--- config.mk ---
export PLATFORM = sky130hd
export DESIGN_NAME = rps_profile_bank
export DESIGN_NICKNAME = d
export VERILOG_FILES = /design/src/shared/rps_pkg.sv /design/src/logic/rps_byte_cell.sv /design/src/logic/rps_profile_bank.sv /design/src/logic/rps_read_mux.sv
export SDC_FILE = /design/constraint.sdc
export NUM_CORES = 1
export LEC_CHECK = 0
export BUFFER_PORTS_ARGS = -buffer_cell sky130_fd_sc_hd__buf_2
export CORE_MARGIN = 8
export CORE_UTILIZATION = 45
export DETAILED_ROUTE_END_ITERATION = 16
export GPL_TIMING_DRIVEN = 0
export PLACE_DENSITY_LB_ADDON = 0.12
export SLEW_MARGIN = 20
export SYNTH_ARGS = -nofsm -noshare
export SYNTH_HDL_FRONTEND = slang
export SYNTH_SLANG_ARGS = --single-unit
--- constraint.sdc ---
create_clock -name CLOCK -period 4.49 [get_ports CLOCK]
set_clock_uncertainty 0.1 [all_clocks]
set_input_delay 0.6735 -clock CLOCK [delete_from_list [all_inputs] [get_ports CLOCK]]
set_output_delay 0.6735 -clock CLOCK [all_outputs]
set_load 0.02 [all_outputs]
--- src/shared/rps_pkg.sv ---
// constants and types for the reference profile register set
package rps_pkg;
	// ==========================================================
	// address map
	localparam logic [11:0] ADDR_WIDTH_TOP   = 12'hfff;
	localparam logic [11:0] OFS_PRIORITY     = 12'h6b2;
	localparam logic [11:0] OFS_PERIOD       = 12'h6b3;
	localparam logic [11:0] OFS_INNER_TOL    = 12'h6ba;
	localparam logic [11:0] OFS_OUTER_TOL    = 12'h6bd;
	localparam logic [11:0] OFS_VALID_TIME   = 12'h6c0;
	localparam logic [11:0] OFS_REDETECT     = 12'h6c2;
	localparam logic [11:0] OFS_FILTER       = 12'h6c4;
	localparam logic [11:0] OFS_IN_DIV       = 12'h6d0;
	localparam logic [11:0] OFS_FB_INT       = 12'h6d4;
	localparam logic [11:0] OFS_FB_FRAC      = 12'h6d8;
	localparam logic [11:0] OFS_PH_THRESH    = 12'h6db;
	localparam logic [11:0] OFS_PH_FILL      = 12'h6dd;
	localparam logic [11:0] OFS_PH_DRAIN     = 12'h6de;
	localparam logic [11:0] OFS_FR_THRESH    = 12'h6df;
	localparam logic [11:0] OFS_FR_FILL      = 12'h6e2;
	localparam logic [11:0] OFS_FR_DRAIN     = 12'h6e3;
	localparam logic [11:0] OFS_SPARE_FIRST  = 12'h6e4;
	localparam logic [11:0] OFS_SPARE_LAST   = 12'h6ff;
	// ==========================================================
	// storage shape
	localparam int          NUM_BYTES        = 50;
	localparam logic [5:0]  LAST_BYTE_INDEX  = 6'h31;
	localparam logic [7:0]  BYTE_RESET       = 8'h00;
	// writable bit masks; all but MASK_FULL are for bytes that hold unused bits
	localparam logic [7:0]  MASK_PRIORITY    = 8'h3f;
	localparam logic [7:0]  MASK_TOP2        = 8'h03;
	localparam logic [7:0]  MASK_NIBBLE      = 8'h0f;
	localparam logic [7:0]  MASK_SEVEN       = 8'h7f;
	localparam logic [7:0]  MASK_SIX         = 8'h3f;
	localparam logic [7:0]  MASK_FRAC_MID    = 8'hf3;
	localparam logic [7:0]  MASK_FULL        = 8'hff;
	// smallest legal integer feedback value
	localparam logic [29:0] FB_INT_MIN       = 30'h0000007;
	// bus access state
	typedef enum logic [1:0] {
		ACC_IDLE  = 2'b00,
		ACC_WRITE = 2'b01,
		ACC_READ  = 2'b11
	} rps_access_type;
endpackage
--- src/logic/rps_byte_cell.sv ---
// one profile byte location with its writable-bit mask
`timescale 1ns/1ps
module rps_byte_cell
	import rps_pkg::*;
#(
	parameter logic [7:0] MASK = 8'hff
) (
	input  wire logic       clock,    // system clock
	input  wire logic       arst_n,   // async reset, active low
	input  wire logic       write_en, // write strobe for this byte
	input  wire logic [7:0] wdata,    // write data
	output logic      [7:0] value     // stored value, unused bits zero
);
	// unused bits are never stored, so they read back as zero
	always_ff @(posedge clock or negedge arst_n) begin
		if (!arst_n) begin
			value <= BYTE_RESET;
		end else if (write_en) begin
			value <= wdata & MASK;
		end
	end
endmodule

--- src/logic/rps_profile_bank.sv ---
// reference profile register set: storage, bus slave and field outputs
// ==========================================================
// What this block does
// - holds 3-bit selection priority that ranks this reference.
// - holds 3-bit promoted priority, used only while reference is active.
// - stores 50-bit nominal period in femtoseconds over seven bytes, low first.
// - input divider ratio is stored 30-bit value plus one.
// - integer feedback divider ratio is stored 30-bit value plus one.
// - each filter coefficient is fraction times two to an exponent.
// - each exponent field is an integer power-of-two shift.
// - alpha has 16-bit linear, 6-, 3- and 4-bit exponents.
// - beta has 17-bit linear over three bytes and 5-bit exponent.
// - gamma linear bit 16 in third byte bit 0, exponent bits 5:1.
// - delta has 15-bit linear and split 5-bit exponent.
// - phase lock threshold is 16-bit picoseconds, low byte first.
// - phase lock fill and drain rates are separate bytes.
// - frequency lock threshold is 24-bit picoseconds, low byte first.
// - frequency lock fill and drain rates follow the threshold.
`timescale 1ns/1ps
module rps_profile_bank
	import rps_pkg::*;
(
	input  wire logic        CLOCK,            // 50 MHz system clock
	input  wire logic        ARST_N,           // async reset, active low
	input  wire logic [11:0] ADDR,             // register byte address
	input  wire logic [7:0]  WDATA,            // write data
	input  wire logic        WRITE,            // write strobe
	input  wire logic        READ,             // read strobe
	output logic      [7:0]  RDATA,            // read data, cycle after READ
	input  wire logic        REF_ACTIVE,       // this reference is active
	output logic      [2:0]  RANK_PRIORITY,    // priority used in selection
	output logic      [49:0] PERIOD_FS,        // nominal period
	output logic      [19:0] INNER_TOL,        // inner tolerance
	output logic      [19:0] OUTER_TOL,        // outer tolerance
	output logic      [15:0] VALID_MS,         // validation timer
	output logic      [15:0] REDETECT_MS,      // redetect timer
	output logic      [15:0] ALPHA_LIN,        // alpha linear fraction
	output logic      [5:0]  ALPHA_EXP1,       // alpha first exponent
	output logic      [2:0]  ALPHA_EXP2,       // alpha second exponent
	output logic      [3:0]  ALPHA_EXP3,       // alpha third exponent
	output logic      [16:0] BETA_LIN,         // beta linear fraction
	output logic      [4:0]  BETA_EXP,         // beta exponent
	output logic      [16:0] GAMMA_LIN,        // gamma linear fraction
	output logic      [4:0]  GAMMA_EXP,        // gamma exponent
	output logic      [14:0] DELTA_LIN,        // delta linear fraction
	output logic      [4:0]  DELTA_EXP,        // delta exponent
	output logic      [30:0] IN_DIV_RATIO,     // input divide ratio
	output logic      [30:0] FB_DIV_RATIO,     // feedback integer ratio
	output logic      [9:0]  FB_FRAC_V,        // fraction numerator field
	output logic      [9:0]  FB_FRAC_U,        // fraction denominator field
	output logic      [15:0] PH_THRESH_PS,     // phase lock threshold
	output logic      [7:0]  PH_FILL,          // phase lock fill rate
	output logic      [7:0]  PH_DRAIN,         // phase lock drain rate
	output logic      [23:0] FR_THRESH_PS,     // frequency lock threshold
	output logic      [7:0]  FR_FILL,          // frequency lock fill rate
	output logic      [7:0]  FR_DRAIN,         // frequency lock drain rate
	output logic             FB_INT_TOO_SMALL  // feedback value below seven
);
	// ==========================================================
	// address decode
	wire logic [11:0]            offset_rel = ADDR - OFS_PRIORITY;
	wire logic                   in_store   = (ADDR >= OFS_PRIORITY) && (ADDR < OFS_SPARE_FIRST);
	wire logic [5:0]             index      = offset_rel[5:0];
	wire logic [NUM_BYTES*8-1:0] bytes_flat;
	wire logic [7:0]             read_byte;
	rps_access_type              access;
	assign access = WRITE ? ACC_WRITE : (READ ? ACC_READ : ACC_IDLE);

	// ==========================================================
	// byte storage
	// masks per byte; spare space 6e4..6ff has no storage
	function automatic logic [7:0] byte_mask(input int i);
		logic [11:0] a;
		a = OFS_PRIORITY + 12'(i);
		case (a)
			OFS_PRIORITY:            byte_mask = MASK_PRIORITY;
			OFS_PERIOD + 12'h006:    byte_mask = MASK_TOP2;
			OFS_INNER_TOL + 12'h002: byte_mask = MASK_NIBBLE;
			OFS_OUTER_TOL + 12'h002: byte_mask = MASK_NIBBLE;
			OFS_FILTER + 12'h005:    byte_mask = MASK_SEVEN;
			OFS_FILTER + 12'h008:    byte_mask = MASK_SIX;
			OFS_IN_DIV + 12'h003:    byte_mask = MASK_SIX;
			OFS_FB_INT + 12'h003:    byte_mask = MASK_SIX;
			OFS_FB_FRAC + 12'h001:   byte_mask = MASK_FRAC_MID;
			OFS_FB_FRAC + 12'h002:   byte_mask = MASK_SIX;
			default:                 byte_mask = MASK_FULL;
		endcase
	endfunction

	genvar g;
	generate
		for (g = 0; g < NUM_BYTES; g = g + 1) begin : g_cell
			wire logic hit_here = (access == ACC_WRITE) && in_store && (index == 6'(g));
			rps_byte_cell #(.MASK(byte_mask(g))) u_cell (
				.clock    (CLOCK),
				.arst_n   (ARST_N),
				.write_en (hit_here),
				.wdata    (WDATA),
				.value    (bytes_flat[g*8 +: 8])
			);
		end
	endgenerate

	rps_read_mux u_mux (
		.bytes_flat (bytes_flat),
		.hit        (in_store),
		.index      (index),
		.rdata      (read_byte)
	);

	// read data stands only in the cycle after the strobe
	always_ff @(posedge CLOCK or negedge ARST_N) begin
		if (!ARST_N) begin
			RDATA <= BYTE_RESET;
		end else begin
			RDATA <= (access == ACC_READ) ? read_byte : BYTE_RESET;
		end
	end

	// ==========================================================
	// field unpacking
	// byte positions of each field start inside the storage array
	localparam int P_PRIORITY = 0;
	localparam int P_PERIOD   = int'(OFS_PERIOD - OFS_PRIORITY);
	localparam int P_INNER    = int'(OFS_INNER_TOL - OFS_PRIORITY);
	localparam int P_OUTER    = int'(OFS_OUTER_TOL - OFS_PRIORITY);
	localparam int P_VALID    = int'(OFS_VALID_TIME - OFS_PRIORITY);
	localparam int P_REDET    = int'(OFS_REDETECT - OFS_PRIORITY);
	localparam int P_FILTER   = int'(OFS_FILTER - OFS_PRIORITY);
	localparam int P_IN_DIV   = int'(OFS_IN_DIV - OFS_PRIORITY);
	localparam int P_FB_INT   = int'(OFS_FB_INT - OFS_PRIORITY);
	localparam int P_FB_FRAC  = int'(OFS_FB_FRAC - OFS_PRIORITY);
	localparam int P_PH_TH    = int'(OFS_PH_THRESH - OFS_PRIORITY);
	localparam int P_PH_FILL  = int'(OFS_PH_FILL - OFS_PRIORITY);
	localparam int P_PH_DRAIN = int'(OFS_PH_DRAIN - OFS_PRIORITY);
	localparam int P_FR_TH    = int'(OFS_FR_THRESH - OFS_PRIORITY);
	localparam int P_FR_FILL  = int'(OFS_FR_FILL - OFS_PRIORITY);
	localparam int P_FR_DRAIN = int'(OFS_FR_DRAIN - OFS_PRIORITY);

	// plain byte view, so every field follows its bytes directly
	wire logic [7:0] pb [0:NUM_BYTES-1];
	generate
		for (g = 0; g < NUM_BYTES; g = g + 1) begin : g_byte
			assign pb[g] = bytes_flat[g*8 +: 8];
		end
	endgenerate

	wire logic [2:0]  sel_prio  = pb[P_PRIORITY][2:0];
	wire logic [2:0]  prom_prio = pb[P_PRIORITY][5:3];
	wire logic [2:0]  next_rank = REF_ACTIVE ? prom_prio : sel_prio;
	wire logic [49:0] next_period = {pb[P_PERIOD + 6][1:0], pb[P_PERIOD + 5], pb[P_PERIOD + 4],
		pb[P_PERIOD + 3], pb[P_PERIOD + 2], pb[P_PERIOD + 1], pb[P_PERIOD]};
	wire logic [19:0] next_inner = {pb[P_INNER + 2][3:0], pb[P_INNER + 1], pb[P_INNER]};
	wire logic [19:0] next_outer = {pb[P_OUTER + 2][3:0], pb[P_OUTER + 1], pb[P_OUTER]};
	wire logic [15:0] next_valid = {pb[P_VALID + 1], pb[P_VALID]};
	wire logic [15:0] next_redet = {pb[P_REDET + 1], pb[P_REDET]};
	wire logic [15:0] next_a_lin = {pb[P_FILTER + 1], pb[P_FILTER]};
	wire logic [5:0]  next_a_e1  = pb[P_FILTER + 2][5:0];
	wire logic [2:0]  next_a_e2  = {pb[P_FILTER + 3][0], pb[P_FILTER + 2][7:6]};
	wire logic [3:0]  next_a_e3  = pb[P_FILTER + 11][7:4];
	wire logic [16:0] next_b_lin = {pb[P_FILTER + 5][1:0], pb[P_FILTER + 4], pb[P_FILTER + 3][7:1]};
	wire logic [4:0]  next_b_exp = pb[P_FILTER + 5][6:2];
	wire logic [16:0] next_g_lin = {pb[P_FILTER + 8][0], pb[P_FILTER + 7], pb[P_FILTER + 6]};
	wire logic [4:0]  next_g_exp = pb[P_FILTER + 8][5:1];
	wire logic [14:0] next_d_lin = {pb[P_FILTER + 10][6:0], pb[P_FILTER + 9]};
	wire logic [4:0]  next_d_exp = {pb[P_FILTER + 11][3:0], pb[P_FILTER + 10][7]};
	wire logic [29:0] in_div = {pb[P_IN_DIV + 3][5:0], pb[P_IN_DIV + 2], pb[P_IN_DIV + 1], pb[P_IN_DIV]};
	wire logic [29:0] fb_int = {pb[P_FB_INT + 3][5:0], pb[P_FB_INT + 2], pb[P_FB_INT + 1], pb[P_FB_INT]};
	wire logic [9:0]  next_v = {pb[P_FB_FRAC + 1][1:0], pb[P_FB_FRAC]};
	wire logic [9:0]  next_u = {pb[P_FB_FRAC + 2][5:0], pb[P_FB_FRAC + 1][7:4]};
	wire logic [15:0] next_ph_th = {pb[P_PH_TH + 1], pb[P_PH_TH]};
	wire logic [23:0] next_fr_th = {pb[P_FR_TH + 2], pb[P_FR_TH + 1], pb[P_FR_TH]};

	// ==========================================================
	// registered outputs
	// coefficients leave as separate linear and exponent fields so the
	// filter applies the shift itself; saves a wide barrel shifter here
	always_ff @(posedge CLOCK or negedge ARST_N) begin
		if (!ARST_N) begin
			RANK_PRIORITY <= 3'h0;
			PERIOD_FS     <= 50'h0;
			INNER_TOL     <= 20'h0;
			OUTER_TOL     <= 20'h0;
			VALID_MS      <= 16'h0;
			REDETECT_MS   <= 16'h0;
		end else begin
			RANK_PRIORITY <= next_rank;
			PERIOD_FS     <= next_period;
			INNER_TOL     <= next_inner;
			OUTER_TOL     <= next_outer;
			VALID_MS      <= next_valid;
			REDETECT_MS   <= next_redet;
		end
	end

	always_ff @(posedge CLOCK or negedge ARST_N) begin
		if (!ARST_N) begin
			ALPHA_LIN  <= 16'h0;
			ALPHA_EXP1 <= 6'h0;
			ALPHA_EXP2 <= 3'h0;
			ALPHA_EXP3 <= 4'h0;
			BETA_LIN   <= 17'h0;
			BETA_EXP   <= 5'h0;
			GAMMA_LIN  <= 17'h0;
			GAMMA_EXP  <= 5'h0;
			DELTA_LIN  <= 15'h0;
			DELTA_EXP  <= 5'h0;
		end else begin
			ALPHA_LIN  <= next_a_lin;
			ALPHA_EXP1 <= next_a_e1;
			ALPHA_EXP2 <= next_a_e2;
			ALPHA_EXP3 <= next_a_e3;
			BETA_LIN   <= next_b_lin;
			BETA_EXP   <= next_b_exp;
			GAMMA_LIN  <= next_g_lin;
			GAMMA_EXP  <= next_g_exp;
			DELTA_LIN  <= next_d_lin;
			DELTA_EXP  <= next_d_exp;
		end
	end

	// ratio is stored value plus one
	// same for feedback; flagged, not corrected
	always_ff @(posedge CLOCK or negedge ARST_N) begin
		if (!ARST_N) begin
			IN_DIV_RATIO     <= 31'h1;
			FB_DIV_RATIO     <= 31'h1;
			FB_INT_TOO_SMALL <= 1'b1;
			FB_FRAC_V        <= 10'h0;
			FB_FRAC_U        <= 10'h0;
		end else begin
			IN_DIV_RATIO     <= {1'b0, in_div} + 31'h1;
			FB_DIV_RATIO     <= {1'b0, fb_int} + 31'h1;
			FB_INT_TOO_SMALL <= fb_int < FB_INT_MIN;
			FB_FRAC_V        <= next_v;
			FB_FRAC_U        <= next_u;
		end
	end

	always_ff @(posedge CLOCK or negedge ARST_N) begin
		if (!ARST_N) begin
			PH_THRESH_PS <= 16'h0;
			PH_FILL      <= 8'h0;
			PH_DRAIN     <= 8'h0;
			FR_THRESH_PS <= 24'h0;
			FR_FILL      <= 8'h0;
			FR_DRAIN     <= 8'h0;
		end else begin
			PH_THRESH_PS <= next_ph_th;
			PH_FILL      <= pb[P_PH_FILL];
			PH_DRAIN     <= pb[P_PH_DRAIN];
			FR_THRESH_PS <= next_fr_th;
			FR_FILL      <= pb[P_FR_FILL];
			FR_DRAIN     <= pb[P_FR_DRAIN];
		end
	end

	// ==========================================================
	// checks
	// write masks, spare read zero
	AST_SPARE_ZERO: assert property (@(posedge CLOCK) disable iff (!ARST_N)
		READ && !in_store |=> RDATA == 8'h00) else $error("unmapped read not zero");
	AST_READ_BACK: assert property (@(posedge CLOCK) disable iff (!ARST_N)
		WRITE && in_store ##1 READ && ADDR == $past(ADDR) |=> RDATA == ($past(WDATA, 2) & byte_mask(32'($past(index, 2)))))
		else $error("read back mismatch");
	AST_RANK_SEL: assert property (@(posedge CLOCK) disable iff (!ARST_N)
		!REF_ACTIVE |=> RANK_PRIORITY == $past(sel_prio)) else $error("selection rank wrong");
	AST_RANK_PROM: assert property (@(posedge CLOCK) disable iff (!ARST_N)
		REF_ACTIVE |=> RANK_PRIORITY == $past(prom_prio)) else $error("promoted rank wrong");
	AST_IN_DIV: assert property (@(posedge CLOCK) disable iff (!ARST_N)
		##1 IN_DIV_RATIO == {1'b0, $past(in_div)} + 31'h1) else $error("input ratio wrong");
	AST_FB_DIV: assert property (@(posedge CLOCK) disable iff (!ARST_N)
		##1 FB_DIV_RATIO == {1'b0, $past(fb_int)} + 31'h1) else $error("feedback ratio wrong");
	AST_PERIOD_TOP: assert property (@(posedge CLOCK) disable iff (!ARST_N)
		WRITE && ADDR == OFS_PERIOD + 12'h006 |-> ##2 PERIOD_FS[49:48] == $past(WDATA[1:0], 2))
		else $error("period top bits wrong");
	AST_GAMMA_EXP: assert property (@(posedge CLOCK) disable iff (!ARST_N)
		WRITE && ADDR == OFS_FILTER + 12'h008 |-> ##2 GAMMA_EXP == $past(WDATA[5:1], 2))
		else $error("gamma exponent wrong");
	AST_DELTA_EXP: assert property (@(posedge CLOCK) disable iff (!ARST_N)
		WRITE && ADDR == OFS_FILTER + 12'h00a |-> ##2 DELTA_EXP[0] == $past(WDATA[7], 2))
		else $error("delta exponent bit wrong");
	AST_RDATA_IDLE: assert property (@(posedge CLOCK) disable iff (!ARST_N)
		!READ |=> RDATA == 8'h00) else $error("read data not idle");
	AST_FB_SMALL: assert property (@(posedge CLOCK) disable iff (!ARST_N)
		##1 FB_INT_TOO_SMALL == ($past(fb_int) < FB_INT_MIN)) else $error("small feedback flag wrong");
	AST_PRIO_WRITE: assert property (@(posedge CLOCK) disable iff (!ARST_N)
		WRITE && ADDR == OFS_PRIORITY |-> ##2
		RANK_PRIORITY == ($past(REF_ACTIVE) ? $past(WDATA[5:3], 2) : $past(WDATA[2:0], 2)))
		else $error("rank after priority write wrong");
	AST_PERIOD_LOW: assert property (@(posedge CLOCK) disable iff (!ARST_N)
		WRITE && ADDR == OFS_PERIOD |-> ##2 PERIOD_FS[7:0] == $past(WDATA, 2))
		else $error("period low byte wrong");
	AST_INNER_TOP: assert property (@(posedge CLOCK) disable iff (!ARST_N)
		WRITE && ADDR == OFS_INNER_TOL + 12'h002 |-> ##2 INNER_TOL[19:16] == $past(WDATA[3:0], 2))
		else $error("inner tolerance top bits wrong");
	AST_ALPHA_EXP2: assert property (@(posedge CLOCK) disable iff (!ARST_N)
		WRITE && ADDR == OFS_FILTER + 12'h003 |-> ##2 ALPHA_EXP2[2] == $past(WDATA[0], 2))
		else $error("alpha second exponent bit wrong");
	AST_BETA_LOW: assert property (@(posedge CLOCK) disable iff (!ARST_N)
		WRITE && ADDR == OFS_FILTER + 12'h003 |-> ##2 BETA_LIN[6:0] == $past(WDATA[7:1], 2))
		else $error("beta linear low bits wrong");
	AST_BETA_EXP: assert property (@(posedge CLOCK) disable iff (!ARST_N)
		WRITE && ADDR == OFS_FILTER + 12'h005 |-> ##2 BETA_EXP == $past(WDATA[6:2], 2))
		else $error("beta exponent wrong");
	AST_GAMMA_TOP: assert property (@(posedge CLOCK) disable iff (!ARST_N)
		WRITE && ADDR == OFS_FILTER + 12'h008 |-> ##2 GAMMA_LIN[16] == $past(WDATA[0], 2))
		else $error("gamma linear top bit wrong");
	AST_FRAC_MID: assert property (@(posedge CLOCK) disable iff (!ARST_N)
		WRITE && ADDR == OFS_FB_FRAC + 12'h001 |-> ##2
		FB_FRAC_U[3:0] == $past(WDATA[7:4], 2) && FB_FRAC_V[9:8] == $past(WDATA[1:0], 2))
		else $error("fraction middle byte wrong");
	AST_PH_TH_TOP: assert property (@(posedge CLOCK) disable iff (!ARST_N)
		WRITE && ADDR == OFS_PH_THRESH + 12'h001 |-> ##2 PH_THRESH_PS[15:8] == $past(WDATA, 2))
		else $error("phase threshold high byte wrong");
	AST_PH_FILL: assert property (@(posedge CLOCK) disable iff (!ARST_N)
		WRITE && ADDR == OFS_PH_FILL |-> ##2 PH_FILL == $past(WDATA, 2))
		else $error("phase fill rate wrong");
	AST_FR_TH_TOP: assert property (@(posedge CLOCK) disable iff (!ARST_N)
		WRITE && ADDR == OFS_FR_THRESH + 12'h002 |-> ##2 FR_THRESH_PS[23:16] == $past(WDATA, 2))
		else $error("frequency threshold top byte wrong");
	AST_FR_DRAIN: assert property (@(posedge CLOCK) disable iff (!ARST_N)
		WRITE && ADDR == OFS_FR_DRAIN |-> ##2 FR_DRAIN == $past(WDATA, 2))
		else $error("frequency drain rate wrong");
	COV_WRITE_READ: cover property (@(posedge CLOCK) WRITE && in_store ##1 READ);
	COV_ACTIVE_SWAP: cover property (@(posedge CLOCK) !REF_ACTIVE ##1 REF_ACTIVE);
	COV_SMALL_FB: cover property (@(posedge CLOCK) FB_INT_TOO_SMALL ##1 !FB_INT_TOO_SMALL);
endmodule

--- src/logic/rps_read_mux.sv ---
// read data selection for the profile byte array
`timescale 1ns/1ps
module rps_read_mux
	import rps_pkg::*;
(
	input  wire logic [NUM_BYTES*8-1:0] bytes_flat, // all profile bytes
	input  wire logic                   hit,        // address inside storage
	input  wire logic [5:0]             index,      // byte index
	output logic      [7:0]             rdata       // selected byte or zero
);
	assign rdata = hit ? bytes_flat[index*8 +: 8] : BYTE_RESET;
endmodule

==> After elaboration in Yosys (flattened, before gate mapping) <==
Index checks and enable logic that the tools add are counted.
{ "classes": {"bitwise": 0, "div": 0, "mul": 0, "shift": 1, "magnitude_cmp": 3, "n_mux": 5, "addsub": 3, "reduce_logical": 53, "eq_ne": 51} }
{ "op_table": {"columns": ["cell", "count"], "rows": [
  ["$shiftx A400 B10 Y8", 1],
  ["$eq A6 B6 Y1 const B", 18],
  ["$eq A6 B5 Y1 const B", 16],
  ["$add A30 B1 Y31 const B", 2],
  ["$logic_and A1 B1 Y1", 52],
  ["$eq A6 B4 Y1 const B", 8],
  ["$lt A30 B3 Y1 const B", 1],
  ["$eq A6 B3 Y1 const B", 4],
  ["$mux W8", 2],
  ["$eq A6 B2 Y1 const B", 2],
  ["$ge A12 B11 Y1 const B", 1],
  ["$lt A12 B11 Y1 const B", 1],
  ["$eq A6 B1 Y1 const B", 1],
  ["$logic_not A6 Y1", 1],
  ["$sub A6 B6 Y6 const B", 1],
  ["$mux W2", 2],
  ["$mux W3", 1],
  ["$eq A2 B1 Y1 const B", 1],
  ["$eq A2 B2 Y1 const B", 1]
]} }
{ "totals": {"output_inout_bits": 381, "ram_bits": 0, "word_cells": 194, "mem_count": 0, "register_bits": 754, "latchBits": 0, "rom_bits": 0, "inputBits": 25} }

==> Depth between registers and ports, before layout <==
{ "depth": {"depth_word": 5, "mapped_depth": 13, "depth_no_buf": 7} }

==> Hierarchy <==
A second synthesis with hierarchy kept.
{ "unflattened": {"cells_unflattened": 1825, "area_unflattened_um2": 30555.6} }
{ "modules_own_cells": {"columns": ["mod", "cells_per_inst", "seq_area_each_um2", "area_per_inst_um2", "instances"], "rows": [
  ["rps_byte_cell at g_cell[11].u_cell ...", 17, 200.2, 331.6, 40],
  ["rps_profile_bank", 705, 9537.9, 11491.0, 1],
  ["rps_read_mux", 290, 0.0, 3398.3, 1],
  ["rps_byte_cell at g_cell[0].u_cell ...", 16, 150.1, 270.3, 6],
  ["rps_byte_cell at g_cell[10].u_cell ...", 13, 100.1, 178.9, 2],
  ["rps_byte_cell at g_cell[23].u_cell", 17, 175.2, 302.8, 1],
  ["rps_byte_cell at g_cell[7].u_cell", 11, 50.0, 121.4, 1]
]} }

==> Worst setup path after synthesis <==
Ideal clock, no wire load.
{ "synth_timing": {"path_type": "input to register", "start": "in ADDR[1]", "end": "reg g_cell[18].u_cell.value[0]", "t_arrival_ns": 2.948, "path_buffers": 4, "stages": 9, "slack_ns": 1.318, "required_ns": 4.265, "setup_ns": 0.125, "cell_sequence": "buf_4 > buf_4 > inv_1 > ha_1 > buf_2 > clkbuf_1 > nand3_1 > nor3_4 > mux2_2"} }
{ "synth_between": {"elab_chain_len": 4} }
{ "synth_rtl": {"columns": ["element", "line_no", "source"], "rows": [
  ["start: declaration", "rps_profile_bank.sv:25", "input wire logic [11:0] ADDR,"],
  ["$ge A12 B11 Y1 or $lt A12 B11 Y1 (tied branches)", "rps_profile_bank.sv:62", "wire logic in_store = (ADDR >= OFS_PRIORITY) && (ADDR < OFS_SPARE_FIRST);"],
  ["$logic_and A1 B1 Y1", "rps_profile_bank.sv:62", null],
  ["$logic_and A1 B1 Y1", "rps_profile_bank.sv:93", "wire logic hit_here = (access == ACC_WRITE) && in_store && (index == 6'(g));"],
  ["$logic_and A1 B1 Y1 (*)", "rps_profile_bank.sv:93", null],
  ["end signal: assignment", "rps_byte_cell.sv:19", "value <= wdata & MASK;"],
  ["end: declaration", "rps_byte_cell.sv:12", "output logic [7:0] value"]
]} }
Mark *: on every way between the ends. The rest lies on a longest branch, timed or not.
A chain may end at the register's enable or synchronous reset.

==> Worst setup path after layout <==
{ "layout_timing": {"start": "in ADDR[1]", "end": "reg RDATA[5]"} }
{ "layout_between": {"elab_chain_len": 4} }
{ "layout_rtl": {"columns": ["element", "line_no", "source"], "rows": [
  ["$sub A6 B6 Y6 (tied with other cells)", "rps_profile_bank.sv:61", "wire logic [11:0] offset_rel = ADDR - OFS_PRIORITY;"],
  ["$shiftx A400 B10 Y8 or $logic_and A1 B1 Y1 (tied branches)", "rps_read_mux.sv:11, rps_profile_bank.sv:62", null],
  ["$mux W8 (*)", "rps_read_mux.sv:11", "assign rdata = hit ? bytes_flat[index*8 +: 8] : BYTE_RESET;"],
  ["$mux W8 (*)", "rps_profile_bank.sv:116", "RDATA <= (access == ACC_READ) ? read_byte : BYTE_RESET;"],
  ["end signal: assignment", "rps_profile_bank.sv:116", null],
  ["end: declaration", "rps_profile_bank.sv:29", "output logic [7:0] RDATA,"]
]} }
Marked as above.

==> flow_metrics.tcl <==
set metrics [dict create \
    antenna_found_initial 11 \
    drt_pass1_iterations 5 \
    power.internal_uw 11100 \
    hold_violations 0 \
    vias 17600 \
    tns_ps 0 \
    synth_area_leader_cell "dfrtp_1" \
    holdPathEnd "RANK_PRIORITY[1]$_DFF_PN0_" \
    ys_async_sr_fraction 1.00 \
    setup_viol 0 \
    routabilityCongestion 0.921 \
    p_seq_frac 0.476 \
    syn_area_per_cell_um2 16.7 \
    clockRootBuffer "clkbuf_16" \
    ys_warn_count 0 \
    slew_viol_final 0 \
    worst-r2r-cell-count 6 \
    hold_class "in -> reg" \
    hold_ws_ps 270 \
    die_area_mm2 0.0732 \
    drt_wl_total_mm 97.1 \
    start_kind "input port" \
    start_util 0.454 \
    cap_viol_max_count 0 \
    crit_path_end_kind "flip-flop" \
    place_ws_ps -310 \
    synthesis.area_mm2 0.0291 \
    clk_latency_ps 630 \
    drive_above_1_share 0.495 \
    synth_area_leaders "dfrtp_1 (64%), mux2_2 (12%), mux4_2 (6.3%)" \
    first_iter_violations 1519 \
    core_area_mm2 0.0642 \
    required_ps 4820 \
    track_usage 0.264 \
    grt_max_degree 109 \
    fin_ws_ps 103 \
    reg2reg_to "IN_DIV_RATIO[25]$_DFF_PN0_" \
    grt_pass1_wl_mm 140 \
    nets 2256 \
    path_clk_slew_ps 60 \
    die_w_um 270 \
    synth_edf_count 0 \
    rsz0062_at_grt "no" \
    p_leak_uw 0.0187 \
    post_cts_resized 0 \
    path_max_fanout 10 \
    utilization 0.548 \
    power.switching_uw 3280 \
    grt.overflow.total 0 \
    share_clk_of_total_power 0.476 \
    num_io_pins 406 \
    cts_num_sinks 754 \
    viasPerCell 5.60 \
    synth_top_area_share 0.645 \
    status "finished, final reports clean" \
    cts_max_path_buffers 3 \
    cp.arrival_ps 4720 \
    syn_nets 1771 \
    hp-start "REF_ACTIVE" \
    yosysUniqueCellTypes 73 \
    vdd_drop_max_mv 0.287 \
    area.growth.synth_to_final_pct 20.8 \
    grt_pass1_vias 18600 \
    worstSetupPathType "in -> reg" \
    hpwlAfterDp_mm 70.5 \
    synth_cells 1743 \
    die_y_um 270 \
    period_minus_slack_ps 4390 \
    max_freq_ghz 0.228 \
    numCtsBuffers 79 \
    ys_ff_latch 754 \
    htreeDepth 3 \
    power-per-cell-area_mw_per_mm2 409 \
    pwr-share-comb 0.048 \
    r2r-start "g_cell[30].u_cell.value[2]$_DFFE_PN0P_" \
    p_sw_frac 0.228 \
    regToRegSetupSlack_ps 1720 \
    routedWlPerCell_um 30.8 \
    cts_tree "done" \
    max-slew-margin-rel 0.248 \
    tightest_slew_ps 1130 \
    rows 93 \
    io_buffer_count 395 \
    detail-route-antenna-nets 0 \
    min_path_cells 2 \
    synth_flop_cell "dfrtp_1" \
    synth_seq_area_share 0.648 \
    drc_errors 0 \
    fin_crit_sh 0.977 \
]
## layout make-up
class	count	area, um2
Multi-Input combinational cell	871	9690
Tap cell	855	1070
Antenna cell	4	10.0
Clock buffer	104	2280
Buffer	105	538
Inverter	13	48.8
Sequential cell	754	18900
Timing Repair Buffer	404	2220
Fill cell	5352	29000
Clock inverter	41	469
## state kept, by name (all words and copies together) (netlist names), 15 cells and up
name,flops
PERIOD_FS,50
INNER_TOL,20
PH_THRESH_PS,16
REDETECT_MS,16
IN_DIV_RATIO,31
ALPHA_LIN,16
OUTER_TOL,20
GAMMA_LIN,17
BETA_LIN,17
FR_THRESH_PS,24
DELTA_LIN,15
FB_DIV_RATIO,31
g_cell.u_cell.value,373
VALID_MS,16
## per-layer routing
metal,wire length [um],track usage
met2,46000,0.417
met5,37,0
met3,6230,0.0558
met4,2550,0.0750
met1,42200,0.368
## worst max-delay path, cell delays in order
cell,delay [ps]
buf_4,220
buf_4,330
inv_1,220
ha_1,350
buf_2,330
clkbuf_1,640
clkbuf_1,740
o211ai_1,370
a311oi_1,810
## kinds of logic (layout without fill, tap and decap cells)
group | Yosys count | in the layout | synth area share
flip-flops | 754 | 754 | 0.648
adder cells (fa/ha/maj) | 3 | 3 | 0.00129
XOR/XNOR | 59 | 59 | 0.0177
other | 0 | 4 | 0
multiplexers | 490 | 490 | 0.230
AND/OR/NAND/NOR | 219 | 219 | 0.0529
buffers and inverters | 118 | 667 | 0.0201
AO/OA/AOI/OAI | 100 | 100 | 0.0304
## synth_stat cells (5+ instances only)
| library cell | number |
|---|---|
| dfrtp_1 | 751 |
| mux2_2 | 313 |
| mux4_2 | 81 |
| mux2_4 | 79 |
| clkbuf_1 | 53 |
| xnor2_1 | 40 |
| nand3_1 | 38 |
| nand2_1 | 30 |
| nor2_1 | 29 |
| buf_2 | 28 |
| xor2_1 | 19 |
| buf_4 | 18 |
| nor3_1 | 18 |
| mux2i_1 | 17 |
| and3_1 | 13 |
| inv_1 | 13 |
| nor3_4 | 12 |
| nand4_1 | 11 |
| a221oi_1 | 10 |
| nand2_8 | 10 |
| nand3_2 | 10 |
| nor4_1 | 9 |
| o211ai_2 | 9 |
| a21oi_1 | 7 |
| and4_1 | 7 |
| o21ai_0 | 7 |
| o2bb2ai_1 | 7 |
| a221o_1 | 6 |
| a22o_1 | 6 |
| o211ai_1 | 6 |
| o22ai_1 | 5 |
## per-stage QoR
stage	std cells	total power (uW)	instance area, um2
floorplan	1743	7270	29100
global placement	2993	7630	32200
detailed placement	3001	7660	32400
CTS	3147	14500	35200
global route	3147	14800	35200
finish	3151	14400	35200
## worst max path at each step
| stage | start | endpoint | slack (ps) | depth (start not counted) |
|---|---|---|---|---|
| detailed placement | ADDR[1] | RDATA[5]$_DFF_PN0_ | -310 | 9 |
| global route | ADDR[1] | RDATA[6]$_DFF_PN0_ | 230 | 12 |
| finish | ADDR[1] | RDATA[5]$_DFF_PN0_ | 100 | 9 |
| CTS | ADDR[1] | RDATA[5]$_DFF_PN0_ | 340 | 9 |
| floorplan | ADDR[1] | g_cell[18].u_cell.value[0]$_DFFE_PN0P_ | 1320 | 9 |
| global placement | ARST_N | FB_FRAC_U[9]$_DFF_PN0_ | -12480 | 1 |
## placed cells by master (no fill, tap or decap), types with 8 or more instances in the layout
master       n
clkbuf_8    15
nand2_1     30
buf_16       8
mux4_2      81
xor2_1      19
inv_1       13
and3_1      13
a221oi_1    10
buf_2      422
mux2i_1     17
nand2_8     10
nand3_2     10
nor2_1      29
bufinv_16    9
nand3_1     38
mux2_2     313
xnor2_1     40
nand4_1     11
buf_4       18
nor3_1      18
dfrtp_1    751
clkinv_2    22
o211ai_2     9
clkbuf_16   82
nor4_1       9
mux2_4      79
nor3_4      12
clkbuf_1    58
## power groups by stage
| stage | Sequential, uW | Combinational [uW] | Clock, uW |
|---|---|---|---|
| 6_report | 6850 | 690 | 6860 |
| 5_1_grt | 6840 | 736 | 7260 |
| 4_1_cts | 6850 | 694 | 6960 |
| 3_5_place_dp | 6970 | 692 | 0 |
| 3_3_place_gp | 6980 | 658 | 0 |
| 2_1_floorplan | 6980 | 291 | 0 |
## timing repair
item                                   CTS  global route
hold buffers                             1             0
setup buffers                            0             0
endpoints found under the hold margin   64             0
Note: power is estimated with default switching activity, not from simulation.
